**src/upsys_pkg.sv**
```systemverilog
// Package: shared types and constants for the upstream error and bus request block
package upsys_pkg;

    // ****************************************
    // Fault sources
    // ****************************************
    localparam int NUM_FAULTS     = 9;
    localparam int F_ADDR_PAR     = 0;
    localparam int F_PW_DATA_PAR  = 2;
    localparam int F_DOWN_SERR    = 1;
    localparam int F_PW_MABORT    = 3;
    localparam int F_PW_TABORT    = 4;
    localparam int F_PW_DISCARD   = 5;
    localparam int F_DW_DISCARD   = 6;
    localparam int F_DR_DISCARD   = 7;
    localparam int F_DT_TIMEOUT   = 8;

    // ****************************************
    // Timing, reset and park values
    // ****************************************
    localparam int          SERR_PULSE_CYCLES = 1;
    localparam logic        REQ_RESET         = 1'b0;
    localparam logic [31:0] PARK_AD_VALUE     = 32'h0000_0000;
    localparam logic [3:0]  PARK_CBE_VALUE    = 4'h0;

    // Fault events from the bridge core, one-cycle pulses
    typedef struct packed {
        logic dt_timeout;
        logic dr_discard;
        logic dw_discard;
        logic pw_discard;
        logic pw_tabort;
        logic pw_mabort;
        logic pw_data_par;
        logic down_serr;
        logic addr_par;
    } fault_s;

    // Parked drive on address/data, command and parity
    typedef struct packed {
        logic [31:0] ad;
        logic [3:0]  cbe;
        logic        par;
        logic        ad_oe;
        logic        par_oe;
    } park_s;

    typedef enum logic [1:0] {
        ST_IDLE,
        ST_REQ,
        ST_OWN,
        ST_PARK
    } bus_state_e;

endpackage

```
**src/upsys_err_req.sv**
```systemverilog
// Upstream system error reporting and bus request/grant/park logic
`timescale 1ns/1ns
`default_nettype none
module upsys_err_req
    import upsys_pkg::*;
(
    input  wire logic        clk,
    input  wire logic        rst_n,
    input  wire fault_s      fault,
    input  wire logic        down_serr_n_pin,
    input  wire logic        serr_n_in,
    input  wire logic        gnt_n_pin,
    input  wire logic        frame_n_pin,
    input  wire logic        irdy_n_pin,
    input  wire logic        need_bus,
    input  wire logic        xfer_done,
    output logic             serr_n_out,
    output logic             serr_n_oe,
    output logic             req_n,
    output logic             start,
    output park_s            park
);

    // ****************************************
    // Pin synchronisers
    // ****************************************
    logic [2:0] dserr_sync_reg;
    logic [2:0] gnt_sync_reg;
    logic [2:0] frame_sync_reg;
    logic [2:0] irdy_sync_reg;
    logic       dserr_lvl_reg;
    logic       gnt_lvl_reg;
    logic       frame_lvl_reg;
    logic       irdy_lvl_reg;

    // A change counts once stages two and three agree
    function automatic logic filt(input logic [2:0] s, input logic prev);
        return (s[1] == s[2]) ? s[2] : prev;
    endfunction

    always_ff @(posedge clk) begin
        if (!rst_n) begin
            dserr_sync_reg <= 3'h7;
            gnt_sync_reg   <= 3'h7;
            frame_sync_reg <= 3'h7;
            irdy_sync_reg  <= 3'h7;
            dserr_lvl_reg  <= 1'b1;
            gnt_lvl_reg    <= 1'b1;
            frame_lvl_reg  <= 1'b1;
            irdy_lvl_reg   <= 1'b1;
        end else begin
            dserr_sync_reg <= {dserr_sync_reg[1:0], down_serr_n_pin};
            gnt_sync_reg   <= {gnt_sync_reg[1:0], gnt_n_pin};
            frame_sync_reg <= {frame_sync_reg[1:0], frame_n_pin};
            irdy_sync_reg  <= {irdy_sync_reg[1:0], irdy_n_pin};
            dserr_lvl_reg  <= filt(dserr_sync_reg, dserr_lvl_reg);
            gnt_lvl_reg    <= filt(gnt_sync_reg, gnt_lvl_reg);
            frame_lvl_reg  <= filt(frame_sync_reg, frame_lvl_reg);
            irdy_lvl_reg   <= filt(irdy_sync_reg, irdy_lvl_reg);
        end
    end

    wire granted  = !gnt_lvl_reg;
    wire bus_idle = frame_lvl_reg && irdy_lvl_reg;

    // ****************************************
    // System error
    // ****************************************
    wire addr_par_hit  = fault.addr_par;
    wire pw_par_hit    = fault.pw_data_par;
    // Core may also report a downstream fault as an event
    wire down_hit      = !dserr_lvl_reg | fault.down_serr;
    wire pw_ma_hit     = fault.pw_mabort;
    wire pw_ta_hit     = fault.pw_tabort;
    wire pw_disc_hit   = fault.pw_discard;
    wire dw_disc_hit   = fault.dw_discard;
    wire dr_disc_hit   = fault.dr_discard;
    wire dt_to_hit     = fault.dt_timeout;
    wire serr_any = addr_par_hit | pw_par_hit | down_hit | pw_ma_hit | pw_ta_hit
                  | pw_disc_hit | dw_disc_hit | dr_disc_hit | dt_to_hit;

    // Open drain: data stays low, only the enable moves
    always_ff @(posedge clk) begin
        if (!rst_n) begin
            serr_n_oe <= 1'b0;
        end else begin
            serr_n_oe <= serr_any;
        end
    end

    always_ff @(posedge clk) begin
        serr_n_out <= 1'b0;
    end

    // ****************************************
    // Request, grant and park
    // ****************************************
    bus_state_e state_reg;
    bus_state_e state_next;

    // Grant and idle pass the pin filter, so start trails the pins by five edges
    wire may_start = granted && bus_idle && (state_reg == ST_REQ);
    wire park_now  = granted && bus_idle && !need_bus && (state_reg != ST_OWN);

    always_comb begin
        state_next = state_reg;
        case (state_reg)
            ST_IDLE: begin
                if (need_bus) begin
                    state_next = ST_REQ;
                end else if (park_now) begin
                    state_next = ST_PARK;
                end
            end
            ST_REQ: begin
                if (may_start) begin
                    state_next = ST_OWN;
                end else if (!need_bus) begin
                    state_next = ST_IDLE;
                end
            end
            ST_OWN: begin
                if (xfer_done) begin
                    state_next = ST_IDLE;
                end
            end
            ST_PARK: begin
                if (need_bus) begin
                    state_next = ST_REQ;
                end else if (!granted || !bus_idle) begin
                    state_next = ST_IDLE;
                end
            end
            default: state_next = ST_IDLE;
        endcase
    end

    wire req_next = (state_next == ST_REQ);

    always_ff @(posedge clk) begin
        if (!rst_n) begin
            state_reg <= ST_IDLE;
            req_n     <= !REQ_RESET;
            start     <= 1'b0;
        end else begin
            state_reg <= state_next;
            req_n     <= !req_next;
            start     <= may_start;
        end
    end

    // Parity enable trails address/data by one cycle on entry to park, and drops with it on exit
    wire parking = (state_next == ST_PARK);
    always_ff @(posedge clk) begin
        if (!rst_n) begin
            park <= '0;
        end else begin
            park.ad     <= PARK_AD_VALUE;
            park.cbe    <= PARK_CBE_VALUE;
            park.par    <= ^{PARK_AD_VALUE, PARK_CBE_VALUE};
            park.ad_oe  <= parking;
            park.par_oe <= parking && park.ad_oe;
        end
    end

    // ****************************************
    // Assertions
    // ****************************************
    property p_serr_low_only;
        @(posedge clk) disable iff (!rst_n) serr_n_oe |-> !serr_n_out;
    endproperty
    a_serr_low_only: assert property (p_serr_low_only) else $error("serr driven high");

    property p_addr_par;
        @(posedge clk) disable iff (!rst_n) fault.addr_par |=> serr_n_oe;
    endproperty
    a_addr_par: assert property (p_addr_par) else $error("addr parity not reported");

    property p_pw_par;
        @(posedge clk) disable iff (!rst_n) fault.pw_data_par |=> serr_n_oe;
    endproperty
    a_pw_par: assert property (p_pw_par) else $error("posted parity not reported");

    property p_down;
        @(posedge clk) disable iff (!rst_n) (!dserr_lvl_reg || fault.down_serr) |=> serr_n_oe;
    endproperty
    a_down: assert property (p_down) else $error("downstream serr not passed");

    property p_pw_mabort;
        @(posedge clk) disable iff (!rst_n) fault.pw_mabort |=> serr_n_oe;
    endproperty
    a_pw_mabort: assert property (p_pw_mabort) else $error("master abort not reported");

    property p_pw_tabort;
        @(posedge clk) disable iff (!rst_n) fault.pw_tabort |=> serr_n_oe;
    endproperty
    a_pw_tabort: assert property (p_pw_tabort) else $error("target abort not reported");

    property p_pw_discard;
        @(posedge clk) disable iff (!rst_n) fault.pw_discard |=> serr_n_oe;
    endproperty
    a_pw_discard: assert property (p_pw_discard) else $error("posted discard not reported");

    property p_dw_discard;
        @(posedge clk) disable iff (!rst_n) fault.dw_discard |=> serr_n_oe;
    endproperty
    a_dw_discard: assert property (p_dw_discard) else $error("delayed write discard not reported");

    property p_dr_discard;
        @(posedge clk) disable iff (!rst_n) fault.dr_discard |=> serr_n_oe;
    endproperty
    a_dr_discard: assert property (p_dr_discard) else $error("delayed read discard not reported");

    property p_dt_timeout;
        @(posedge clk) disable iff (!rst_n) fault.dt_timeout |=> serr_n_oe;
    endproperty
    a_dt_timeout: assert property (p_dt_timeout) else $error("master timeout not reported");

    property p_no_spurious;
        @(posedge clk) disable iff (!rst_n) !serr_any |=> !serr_n_oe;
    endproperty
    a_no_spurious: assert property (p_no_spurious) else $error("spurious serr");

    property p_start_ok;
        @(posedge clk) disable iff (!rst_n) start |-> $past(granted) && $past(bus_idle);
    endproperty
    a_start_ok: assert property (p_start_ok) else $error("start without grant or idle bus");

    property p_req;
        @(posedge clk) disable iff (!rst_n) (state_reg == ST_REQ) |-> !req_n;
    endproperty
    a_req: assert property (p_req) else $error("request missing");

    property p_park_par;
        @(posedge clk) disable iff (!rst_n) park.par_oe |-> $past(park.ad_oe);
    endproperty
    a_park_par: assert property (p_park_par) else $error("parity parked early");

    property p_park_unreq;
        @(posedge clk) disable iff (!rst_n) park.ad_oe |-> req_n;
    endproperty
    a_park_unreq: assert property (p_park_unreq) else $error("park while requesting");

    property p_start_pulse;
        @(posedge clk) disable iff (!rst_n) start |=> !start;
    endproperty
    a_start_pulse: assert property (p_start_pulse) else $error("start longer than one cycle");

    property p_start_req;
        @(posedge clk) disable iff (!rst_n) start |-> !$past(req_n);
    endproperty
    a_start_req: assert property (p_start_req) else $error("start without request");

    property p_park_grant;
        @(posedge clk) disable iff (!rst_n) park.ad_oe |-> $past(granted);
    endproperty
    a_park_grant: assert property (p_park_grant) else $error("park without grant");

    property p_park_release;
        @(posedge clk) disable iff (!rst_n) (park.ad_oe && !granted) |=> !park.ad_oe;
    endproperty
    a_park_release: assert property (p_park_release) else $error("park held after grant loss");

    property p_park_values;
        @(posedge clk) disable iff (!rst_n)
            park.ad_oe |-> (park.ad == PARK_AD_VALUE) && (park.cbe == PARK_CBE_VALUE);
    endproperty
    a_park_values: assert property (p_park_values) else $error("parked levels wrong");

    property p_park_par_value;
        @(posedge clk) disable iff (!rst_n) park.par_oe |-> (park.par == ^{PARK_AD_VALUE, PARK_CBE_VALUE});
    endproperty
    a_park_par_value: assert property (p_park_par_value) else $error("parked parity not even");

    property p_par_oe_drop;
        @(posedge clk) disable iff (!rst_n) !park.ad_oe |=> !park.par_oe;
    endproperty
    a_par_oe_drop: assert property (p_par_oe_drop) else $error("parity driven without address");

    // ****************************************
    // Cover points
    // ****************************************

    c_start:   cover property (@(posedge clk) disable iff (!rst_n) start);
    c_park:    cover property (@(posedge clk) disable iff (!rst_n) park.par_oe);
    c_serr:    cover property (@(posedge clk) disable iff (!rst_n) serr_n_oe);
    c_req_gnt: cover property (@(posedge clk) disable iff (!rst_n) !req_n ##[1:20] start);
    c_serr_ln: cover property (@(posedge clk) disable iff (!rst_n) serr_n_oe && !serr_n_in);

endmodule
`default_nettype wire

```
**config.mk**
```make
export PLATFORM = sky130hd
export DESIGN_NAME = upsys_err_req
export DESIGN_NICKNAME = d
export VERILOG_FILES = /design/src/upsys_pkg.sv /design/src/upsys_err_req.sv
export SDC_FILE = /design/constraint.sdc
export NUM_CORES = 1
export LEC_CHECK = 0
export BUFFER_PORTS_ARGS = -buffer_cell sky130_fd_sc_hd__buf_2
export CORE_UTILIZATION = 38
export DETAILED_ROUTE_END_ITERATION = 12
export PLACE_DENSITY = 0.74
export SLEW_MARGIN = 40
export SYNTH_ARGS = -nofsm -noshare
export SYNTH_HDL_FRONTEND = slang
export SYNTH_SLANG_ARGS = --single-unit
```
**constraint.sdc**
```tcl
create_clock -name clk -period 1.1 [get_ports clk]
set_clock_uncertainty 0.2 [all_clocks]
set_input_delay 0.165 -clock clk [delete_from_list [all_inputs] [get_ports clk]]
set_output_delay 0.165 -clock clk [all_outputs]
set_load 0.005 [all_outputs]
```
==> metrics.log, run 1 <==
[metrics] number of sinks on the clock net: 23
[metrics] data required time at the worst endpoint: approximately 1.2 ns
[metrics] hold-critical path endpoint: park[1]$_SDFF_PN0_
[metrics] Synth-to-Final Area Change: 18.4%
[metrics] share of synthesized registers carrying an async set or reset: 0%
[metrics] WP buf/inv: 0
[metrics] post-synthesis cell type count: 23
[metrics] cell type group with the largest total delay on the critical path: simple AND/OR/NAND/NOR gates
[metrics] wire per inst: approximately 8.6 µm
[metrics] internal power of the cells: 0.00106 W
[metrics] run status: finished, violations left
[metrics] portion of total power attributed to sequential cells: between 60% and 70%
[metrics] synthesized-area fraction occupied by and/or/nand/nor cells: 20.0%
[metrics] diode count: 0
[metrics] switching part of the total: between 20% and 30%
[metrics] PnR Total Power: 0.00140 W
[metrics] post-detailed-route DRC marker count: 0
[metrics] commonest register cell after synthesis: dfxtp_1
[metrics] worst-path fanout max: 4
[metrics] depth of the worst register-to-register path: 3
[metrics] effective utilization at floorplan: about two fifths
[metrics] EDFF count, synth: 0
[metrics] Avg Cell Area, Syn: about 9.8 µm²
[metrics] maximum number of pins on one net before global-route repair: 17
[metrics] count of boundary I/O pins: about 60
[metrics] total placed cells including tap cells: ~160
[metrics] critical-path cell with the highest stage delay: dfxtp_2
[metrics] DIE AREA: roughly 3000 µm²
[metrics] LEAKAGE: between 0.5 and 0.6 nW
[metrics] most common cell in the netlist: buf_4
[metrics] Cell Chain, Critical Path: nor2b_4, nor4_4, and2_1
[metrics] multiplexer area fraction after synthesis: 0%
[metrics] number of antenna-violating nets in the routed design: 0
[metrics] H-tree depth reported by CTS: 1
[metrics] Metal-1 WL: about 580 µm
[metrics] time the final worst path needs with I/O delays and setup: 1.14 ns
[metrics] routability cong.: roughly 0.7
[metrics] number of vias in the routed layout: 700
[metrics] switching pwr: ~0.00033 W
[metrics] Die Span X: between 50 and 60 µm
[metrics] combinational share of power: ~10%
[metrics] CP max stage delay: 0.37 ns
[metrics] DR iter-0 viols: 8
[metrics] setup repair after global routing missed its margin: yes
[metrics] start of the worst register-to-register path: state_reg[0]$_SDFF_PN0_
[metrics] Chip Height: approximately 54 µm
[metrics] post-detailed-routing wire length: roughly 1500 µm
[metrics] number of endpoints failing setup at the final stage: 6
[metrics] insertion delay of the later-clocked pin in the worst-skew pair: around 0.31 ns
[metrics] Hold Vio Cnt, Final: 5
[metrics] number of buffers inserted by hold repair at cts: 8
[metrics] Reg2Reg Setup Slack: -0.04 ns
[metrics] peak supply drop: slightly below 0.0008 V
[metrics] cell types occupying the most area after synthesis: dfxtp_1, buf_4, nand2b_1
[metrics] maximum buffer depth of the clock tree: 2
[metrics] global-route usage over all layers: around 11%
[metrics] dominant combinational cell family by area after synthesis: buffers and inverters
[metrics] power density over the cells: between 1000 and 1500 nW/µm²
[metrics] Nets: roughly 160
[metrics] clock tree from TritonCTS: yes
[metrics] Hold/Removal Path Class: in2reg
[metrics] number of detailed-routing iterations run before antenna repair: 4
[metrics] number of buffer cells added on primary ports: 21
[metrics] violated checks: hold timing, setup timing
[metrics] initial antenna violation count: 0
[metrics] global-route wire length before repair: between 2000 and 2500 µm
[metrics] number of warnings reported in the yosys synthesis log: 0
[metrics] wire length on met2: around 790 µm
[metrics] synthesis-stage register bit count: 23
[metrics] total clock buffers created by CTS: 3
[metrics] beginning of the worst hold path: need_bus
[metrics] root cell of the clock tree: clkbuf_4
[metrics] placement row count: 18
[metrics] routed length on met3: ~100 µm
[metrics] clock slew seen by the registers of the worst setup and hold paths: 0.12 ns
[metrics] cell area after technology mapping: 1050 µm²
[metrics] global route overflow: 0
[metrics] post-synthesis share of cell area spent on full adders, half adders and majority gates: 0%
[metrics] post-route worst setup slack: -0.0391 ns
[metrics] proportion of layout cells with a drive suffix above 1: 31.7%
[metrics] type of element capturing the critical path: flop
[metrics] crit start category: flop
[metrics] post-synth top area cell: dfxtp_1
[metrics] max layer used: met4
[metrics] fraction of the yosys area taken by sequential cells: approximately 44%
[metrics] number of max-cap violations: 0
[metrics] Core Area: between 2000 and 3000 µm²
[metrics] list of most frequent post-synthesis cells: buf_4, dfxtp_1, nand2b_1, nor2_1
[metrics] fraction of synthesized cell area taken by the top area cell type: roughly 44%
[metrics] synthesized-area fraction occupied by xor and xnor cells: 0%
[metrics] number of global-route vias before repair: between 500 and 600
[metrics] final number of max-transition violations: 0
[metrics] Clk pwr share: 27.9%
[metrics] cell count of the worst hold path: 2
[metrics] gate count after technology mapping: around 110
[metrics] data arrival time of the critical path: ~1.2 ns
[metrics] sum of negative setup slack: -0.108 ns
[metrics] Final Hold Slack: -0.109 ns
[metrics] number of standard cells in the layout, taps in and fillers out: 172
[metrics] placed wire-length estimate after detailed placement: between 1000 and 1500 µm
[metrics] area fraction in compound gates after synthesis: between 7 and 8%
[metrics] Crit Path Category: reg2reg
[metrics] maximum clock rate: between 0.8 and 0.9 GHz
[metrics] final core occ: 48.7%
[metrics] worst flop-to-flop path endpoint: park[0]$_SDFF_PN0_
[metrics] period utilization: 104%
[metrics] routed vias/inst: ~4
==> power by group through the flow <==
stage | registers, W | logic, W | clock network [W]
2_1_floorplan | 0.000884 | 0.000164 | 0
3_3_place_gp | 0.000884 | 0.000105 | 0
3_5_place_dp | 0.000885 | 0.000109 | 0
4_1_cts | 0.000868 | 0.000131 | 0.000415
5_1_grt | 0.000870 | 0.000165 | 0.000457
6_report | 0.000867 | 0.000141 | 0.000390
==> layout make-up <==
type                    count  area [µm²]
clock inverters             1        7.51
fillers                   249        1310
clock buffers               3        22.5
flip-flops and latches     23         474
multi-input cells          80         452
well taps                  30        37.5
inverters                   1        3.75
repair buffers             34         241
==> cells in the final DEF (no fill, tap or decap), drive strengths merged, types with 2 or more instances in the layout <==
cell         netlist  routed
nor2               6       6
buf               40      26
clkbuf             0       3
conb               1      38
nor2b              2       2
o21ai              4       4
nor4               2       2
a21oi              4       4
dlygate4sd3        0       8
nand2b            14      14
dfxtp             23      23
==> worst max-delay path by stage <==
stage,endpoint,start,cells after the start
floorplan,park[0]$_SDFF_PN0_,state_reg[1]$_SDFF_PN0_,3
global placement,park[0]$_SDFF_PN0_,gnt_lvl_reg$_SDFFE_PN1N_,3
detailed placement,state_reg[1]$_SDFF_PN0_,state_reg[1]$_SDFF_PN0_,3
CTS,park[0]$_SDFF_PN0_,state_reg[0]$_SDFF_PN0_,3
global route,park[0]$_SDFF_PN0_,state_reg[0]$_SDFF_PN0_,3
finish,park[0]$_SDFF_PN0_,state_reg[0]$_SDFF_PN0_,3
==> per-layer routing <==
metal  GRT usage [%]  up-vias
li1                -      342
met1            8.54      309
met2            22.6       45
met3            5.00        4
met4            5.13        0
met5               0        -
==> worst register-to-register path, cell delays in order, from the launching register on <==
cell and delay (ns):
dfxtp_2 0.37, nor2b_4 0.14, nor4_4 0.24, and2_1 0.15
==> cell families after synthesis <==
| family | after synthesis |
|---|---|
| DFF | 23 |
| AOI/OAI and AO/OA | 12 |
| other | 1 |
| buffers and inverters | 41 |
| and+or+nand+nor | 30 |
==> repair_timing <==
action | CTS | global route
hold endpoints to repair | 10 | 5
pin swaps | 0 | 1
setup buffers | 0 | 1
endpoints found under the setup margin | 8 | 10
gates resized for setup | 7 | 10
==> per-stage QoR <==
stage	cell area [µm²]	hold WS (ns)	setup WS (ns)
floorplan	1180	0.0388	0.00543
global placement	1060	0.144	-0.0162
detailed placement	1060	0.150	-0.0880
CTS	1190	-0.130	-0.0516
global route	1240	-0.124	-0.0895
finish	1240	-0.109	-0.0391
No activity file was read; power rests on OpenSTA's default activity.
==> run 2, diff against run 1 <==
--- a/config.mk
+++ b/config.mk
@@ -5,9 +5,11 @@
 export SDC_FILE = /design/constraint.sdc
 export NUM_CORES = 1
 export LEC_CHECK = 0
+export ABC_AREA = 1
 export BUFFER_PORTS_ARGS = -buffer_cell sky130_fd_sc_hd__buf_2
 export CORE_UTILIZATION = 38
 export DETAILED_ROUTE_END_ITERATION = 12
+export MAX_ROUTING_LAYER = met4
 export PLACE_DENSITY = 0.74
 export SLEW_MARGIN = 40
 export SYNTH_ARGS = -nofsm -noshare
==> metrics.log, run 2 <==
[metrics] total placed cells including tap cells: ~170
[metrics] CP max stage delay: 0.35 ns
[metrics] cell type group with the largest total delay on the critical path: flip-flops
[metrics] period utilization: 103%
[metrics] run status: finished, violations left
[metrics] H-tree depth reported by CTS: 1
[metrics] number of warnings reported in the yosys synthesis log: 0
[metrics] worst setup timing slack at the placement stage: -0.0829 ns
[metrics] Slew @ Worst Pin: between 0.5 and 0.6 ns
[metrics] number of detailed-routing iterations run before antenna repair: 4
[metrics] peak supply drop: around 0.00064 V
[metrics] crit start category: flop
[metrics] global route overflow: 0
[metrics] Cell Chain, Critical Path: buf_6
[metrics] Design Area, Final: around 1200 µm²
[metrics] commonest register cell after synthesis: dfxtp_1
[metrics] DR iter-0 viols: 6
[metrics] maximum clock rate: about 0.89 GHz
[metrics] post-detailed-route DRC marker count: 0
[metrics] Crit Path Category: reg2out
[metrics] Final Hold Slack: -0.0443 ns
[metrics] post-synthesis cell type count: 18
[metrics] Avg Cell Area, Syn: around 8.5 µm²
[metrics] share of synthesized registers carrying an async set or reset: 0%
[metrics] final number of max-transition violations: 0
[metrics] number of vias in the routed layout: roughly 720
[metrics] number of sinks on the clock net: 23
[metrics] Die Span X: between 50 and 60 µm
[metrics] post-route worst setup slack: -0.0289 ns
[metrics] Placed Instance Area: 1040 µm²
[metrics] number of global-route vias before repair: about 610
[metrics] post-synth top area cell: dfxtp_1
[metrics] diode count: 0
[metrics] number of buffers inserted by hold repair at cts: 10
[metrics] placement row count: 18
[metrics] cell area after technology mapping: approximately 1000 µm²
[metrics] gate count after technology mapping: 124
[metrics] Hold Vio Cnt, Final: 1
[metrics] fraction of synthesized cell area taken by the top area cell type: roughly 44%
[metrics] clock slew seen by the registers of the worst setup and hold paths: about 0.13 ns
[metrics] routed vias/inst: about 4
[metrics] Nets: roughly 170
[metrics] proportion of layout cells with a drive suffix above 1: a little over a third
[metrics] type of element capturing the critical path: output pin
[metrics] number of standard cells in the layout, taps in and fillers out: 184
[metrics] PnR Total Power: approximately 0.0014 W
[metrics] violated checks: hold timing, setup timing
[metrics] critical-path cell with the highest stage delay: dfxtp_2
[metrics] most common library cell in the layout ignoring fill and taps: conb_1
[metrics] effective utilization at floorplan: around 41%
[metrics] Chip Height: 54.6 µm
[metrics] Rel. slew slack: a little over 60%
[metrics] most common cell in the netlist: buf_4
[metrics] placed wire-length estimate after detailed placement: between 900 and 1000 µm
[metrics] routability cong.: about 0.76
[metrics] DIE AREA: just under 3000 µm²
[metrics] initial antenna violation count: 0
[metrics] clock tree from TritonCTS: yes
[metrics] power density over the cells: approximately 1100 nW/µm²
[metrics] maximum number of pins on one net before global-route repair: 22
[metrics] EDFF count, synth: 0
[metrics] number of antenna-violating nets in the routed design: 0
[metrics] wire per inst: ~8.1 µm
[metrics] time the final worst path needs with I/O delays and setup: around 1.1 ns
[metrics] LEAKAGE: just over 0.6 nW
[metrics] Core Area: 2540 µm²
[metrics] worst-path fanout max: 2
[metrics] root cell of the clock tree: clkbuf_4
[metrics] Reg2Reg Setup Slack: -0.02 ns
[metrics] list of most frequent post-synthesis cells: buf_4, dfxtp_1, or2_2, nor2_1, nand2_1
[metrics] global-route wire length before repair: between 2000 and 2500 µm
[metrics] fraction of the yosys area taken by sequential cells: ~44%
[metrics] Synth-to-Final Area Change: 16.9%
[metrics] synthesis-stage register bit count: 23
[metrics] global-route usage over all layers: ~12%
[metrics] number of max-cap violations: 0
[metrics] cell types occupying the most area after synthesis: dfxtp_1, buf_4, or2_2
[metrics] post-detailed-routing wire length: ~1500 µm
[metrics] total clock buffers created by CTS: 3
[metrics] sum of negative setup slack: -0.0899 ns
[metrics] data arrival time of the critical path: between 0.7 and 0.8 ns
[metrics] number of endpoints failing setup at the final stage: 5
[metrics] count of boundary I/O pins: 61
[metrics] maximum buffer depth of the clock tree: 2
[metrics] number of buffer cells added on primary ports: 21
[metrics] Hold/Removal Path Class: in2reg
[metrics] setup repair after global routing missed its margin: yes
[metrics] insertion delay of the later-clocked pin in the worst-skew pair: 0.31 ns
[metrics] data required time at the worst endpoint: approximately 0.73 ns
[metrics] commonest cells after routing, fill and taps aside: conb_1, dfxtp_1, buf_2
[metrics] WP buf/inv: 1
run 2: cell types whose count changed in the layout (fill, tap and decap cells not counted), sizes merged, moves of 4 or more:
cell,previous run,this run
or2,0,12
nand2,1,11
nand2b,14,0
inv,1,8
nand3,0,4
nor2,6,13
buf,26,19
run 2: worst reg2reg max path: cells and delay by family (launching register included):
family,cells,cell delay [ns]
simple gates,5,0.34
flops,1,0.37
buf+inv,2,0.09
run 2: kinds of logic after synthesis:
group	Yosys count	synth area share, %
compound gates	8	3.81
other cells	1	0.357
buf+inv	48	30.9
simple gates	44	21.1
flops	23	43.9
run 2: cell type report:
| class | count | area, µm² |
|---|---|---|
| Clock buffer | 3 | 22.5 |
| Inverter | 8 | 30.0 |
| Multi-Input combinational cell | 90 | 444 |
| Sequential cell | 23 | 468 |
| Tap cell | 30 | 37.5 |
| Clock inverter | 1 | 7.51 |
| Timing Repair Buffer | 29 | 218 |
| Fill cell | 247 | 1320 |
run 2: worst paths after layout:
| check | end | startpoint | cells after the start |
|---|---|---|---|
| worst max-delay path | park[1] | park[1]$_SDFF_PN0_ | 1 |
| worst min-delay path | serr_n_oe$_SDFF_PN0_ | fault[5] | 5 |
| worst max register to register | state_reg[1]$_SDFF_PN0_ | state_reg[1]$_SDFF_PN0_ | 7 |
| worst min register to register | gnt_sync_reg[1]$_SDFF_PN1_ | gnt_sync_reg[0]$_SDFF_PN1_ | 1 |
run 2: routing by layer:
metal  wire (µm)  vias to the layer above  global-route usage [%]
met4           0                        0                    6.41
met3         105                        0                    2.50
met2         787                       42                    22.6
li1            -                      364                       -
met5           0                        -                       -
met1         595                      313                    10.1
run 2: what timing repair did:
item | CTS | global route
hold endpoints to repair | 7 | 1
pin swaps | 3 | 7
setup endpoints to repair | 7 | 12
setup buffers | 1 | 0
gates resized for setup | 6 | 17
run 2: metrics by stage:
step                hold slack (ns)  utilization, %
CTS                         -0.0607            46.9
global route                -0.0400            48.2
finish                      -0.0443            48.2
detailed placement            0.154            41.1
global placement              0.149            41.1
floorplan                    0.0716               -
run 2: where the power goes:
part | leakage [nW] | internal, W | switching [W]
combinational | 0.400 | 0.0000699 | 0.0000721
clock | 0.0139 | 0.000139 | 0.000252
sequential | 0.189 | 0.000857 | 0.00000999
==> run 3, diff against run 2 <==
--- a/config.mk
+++ b/config.mk
@@ -7,10 +7,10 @@
 export LEC_CHECK = 0
 export ABC_AREA = 1
 export BUFFER_PORTS_ARGS = -buffer_cell sky130_fd_sc_hd__buf_2
-export CORE_UTILIZATION = 38
+export CORE_UTILIZATION = 33
 export DETAILED_ROUTE_END_ITERATION = 12
 export MAX_ROUTING_LAYER = met4
-export PLACE_DENSITY = 0.74
+export PLACE_DENSITY = 0.66
 export SLEW_MARGIN = 40
 export SYNTH_ARGS = -nofsm -noshare
 export SYNTH_HDL_FRONTEND = slang
==> metrics.log, run 3 (same netlist as run 2, synthesis figures left out) <==
[metrics] number of vias in the routed layout: 726
[metrics] most common library cell in the layout ignoring fill and taps: conb_1
[metrics] maximum clock rate: approximately 0.9 GHz
[metrics] period utilization: 104%
[metrics] CP max stage delay: 0.57 ns
[metrics] post-detailed-routing wire length: 1520 µm
[metrics] type of element capturing the critical path: flop
[metrics] number of filler instances in the final layout: about 320
[metrics] global route overflow: 0
[metrics] Crit Path Category: in2reg
[metrics] clock tree from TritonCTS: yes
[metrics] worst flop-to-flop path endpoint: req_n$_SDFF_PN1_
[metrics] count of boundary I/O pins: just over 60
[metrics] number of detailed-routing iterations run before antenna repair: 4
[metrics] total clock buffers created by CTS: 3
[metrics] crit start category: input port
[metrics] run status: finished, violations left
[metrics] root cell of the clock tree: clkbuf_4
[metrics] initial antenna violation count: 0
[metrics] number of antenna-violating nets in the routed design: 0
[metrics] global-route usage over all layers: 9.85%
[metrics] Chip Height: between 50 and 60 µm
[metrics] placement row count: 20
[metrics] LEAKAGE: 0.626 nW
[metrics] Nets: roughly 180
[metrics] Hold Vio Cnt, Final: 1
[metrics] wire per inst: around 7.5 µm
[metrics] total placed cells including tap cells: between 150 and 200
[metrics] number of buffer cells added on primary ports: 21
[metrics] effective utilization at floorplan: between 30% and 40%
[metrics] number of endpoints failing setup at the final stage: 6
[metrics] start of the worst register-to-register path: state_reg[1]$_SDFF_PN0_
[metrics] Hold/Removal Path Class: in2reg
[metrics] cell count along the critical path: 5
[metrics] critical path launch point: need_bus
[metrics] Core Area: between 3000 and 4000 µm²
[metrics] placed wire-length estimate after detailed placement: just under 1000 µm
[metrics] cell type group with the largest total delay on the critical path: buffers and inverters
[metrics] time the final worst path needs with I/O delays and setup: 1.14 ns
[metrics] post-detailed-route DRC marker count: 0
[metrics] H-tree depth reported by CTS: 1
[metrics] routed vias/inst: between 3 and 4
[metrics] Placed Instance Area: around 1100 µm²
[metrics] DR iter-0 viols: 10
[metrics] number of global-route vias before repair: about 620
[metrics] Final Hold Slack: -0.0156 ns
[metrics] worst-path fanout max: 3
[metrics] final number of max-transition violations: 0
[metrics] Synth-to-Final Area Change: 21.3%
[metrics] Design Area, Final: between 1000 and 1500 µm²
[metrics] Reg2Reg Setup Slack: -0.03 ns
[metrics] Die Span X: 58.4 µm
[metrics] diode count: 0
[metrics] proportion of layout cells with a drive suffix above 1: between 30% and 40%
[metrics] commonest cells after routing, fill and taps aside: conb_1, buf_2, dfxtp_1
[metrics] number of standard cells in the layout, taps in and fillers out: 201
[metrics] maximum buffer depth of the clock tree: 2
[metrics] post-route worst setup slack: -0.0421 ns
[metrics] DIE AREA: about 3400 µm²
[metrics] number of sinks on the clock net: 23
[metrics] global-route wire length before repair: ~2400 µm
[metrics] power density over the cells: between 1000 and 1500 nW/µm²
[metrics] insertion delay of the later-clocked pin in the worst-skew pair: about 0.30 ns
[metrics] depth of the worst register-to-register path: 7
[metrics] number of buffers inserted by hold repair at cts: 9
[metrics] violated checks: hold timing, setup timing
[metrics] data required time at the worst endpoint: about 1.1 ns
[metrics] routability cong.: between 0.6 and 0.7
[metrics] capturing element of the worst setup path: park[0]$_SDFF_PN0_
[metrics] critical-path cell with the highest stage delay: dlygate4sd3_1
[metrics] WP buf/inv: 3
[metrics] number of max-cap violations: 0
[metrics] data arrival time of the critical path: about 1.2 ns
[metrics] peak supply drop: between 0.0008 and 0.0009 V
[metrics] clock slew seen by the registers of the worst setup and hold paths: about 0.12 ns
[metrics] Cell Chain, Critical Path: buf_2, inv_1, dlygate4sd3_1, nand4_1, nor3_1
[metrics] final core occ: ~42%
[metrics] setup repair after global routing missed its margin: yes
[metrics] maximum number of pins on one net before global-route repair: 22
[run 3: report_power, final]
| part | total, W | switching, W | internal, W |
|---|---|---|---|
| clock network | 0.000376 | 0.000234 | 0.000141 |
| logic | 0.000149 | 0.0000749 | 0.0000743 |
| registers | 0.000866 | 0.00000962 | 0.000856 |
[run 3: routing by layer]
metal	vias to the layer above	track usage [%]	wire length, µm
li1	371	-	-
met4	0	2.04	6
met3	2	4.62	124
met1	320	10.5	614
met2	33	16.7	771
met5	-	-	0
[run 3: how the worst min path moves through the flow]
stage	startpoint	to	depth (start not counted)
floorplan	down_serr_n_pin	dserr_sync_reg[0]$_SDFF_PN1_	1
global placement	frame_n_pin	frame_sync_reg[0]$_SDFF_PN1_	2
detailed placement	gnt_n_pin	gnt_sync_reg[0]$_SDFF_PN1_	2
CTS	fault[4]	serr_n_oe$_SDFF_PN0_	5
global route	rst_n	state_reg[0]$_SDFF_PN0_	4
finish	fault[1]	serr_n_oe$_SDFF_PN0_	5
[run 3: stage by stage]
stage | hold WS, ns | setup TNS [ns] | total power, W | setup WS (ns)
6_report | -0.0156 | -0.158 | 0.00139 | -0.0421
4_1_cts | -0.0323 | -0.0870 | 0.00140 | -0.0387
2_1_floorplan | 0.0716 | 0 | 0.00105 | 0.0374
5_1_grt | -0.00973 | -0.605 | 0.00149 | -0.0924
3_5_place_dp | 0.154 | -0.0324 | 0.00100 | -0.0245
3_3_place_gp | 0.149 | -0.0106 | 0.000998 | -0.0106
[run 3: worst min-delay path: stages]
cell and delay (ns):
buf_2 0.08, nor2_2 0.03, nand3_1 0.05, nor2_1 0.04
nor2_1 0.09
[run 3: final cells by class]
class	instances	area (µm²)	share of cell area, %
Tap cell	44	55.1	4.32
Timing Repair Buffer	32	230	18.1
Clock buffer	4	26.3	2.06
Sequential cell	23	468	36.7
Multi-Input combinational cell	90	464	36.4
Inverter	8	30.0	2.36
[run 3: timing repair]
action / 4_1_cts / 5_1_grt
endpoints found under the hold margin: 7 / 1
pin swaps: 1 / 13
buffers inserted: 0 / 1
endpoints found under the setup margin: 7 / 12
gates resized for setup: 4 / 22
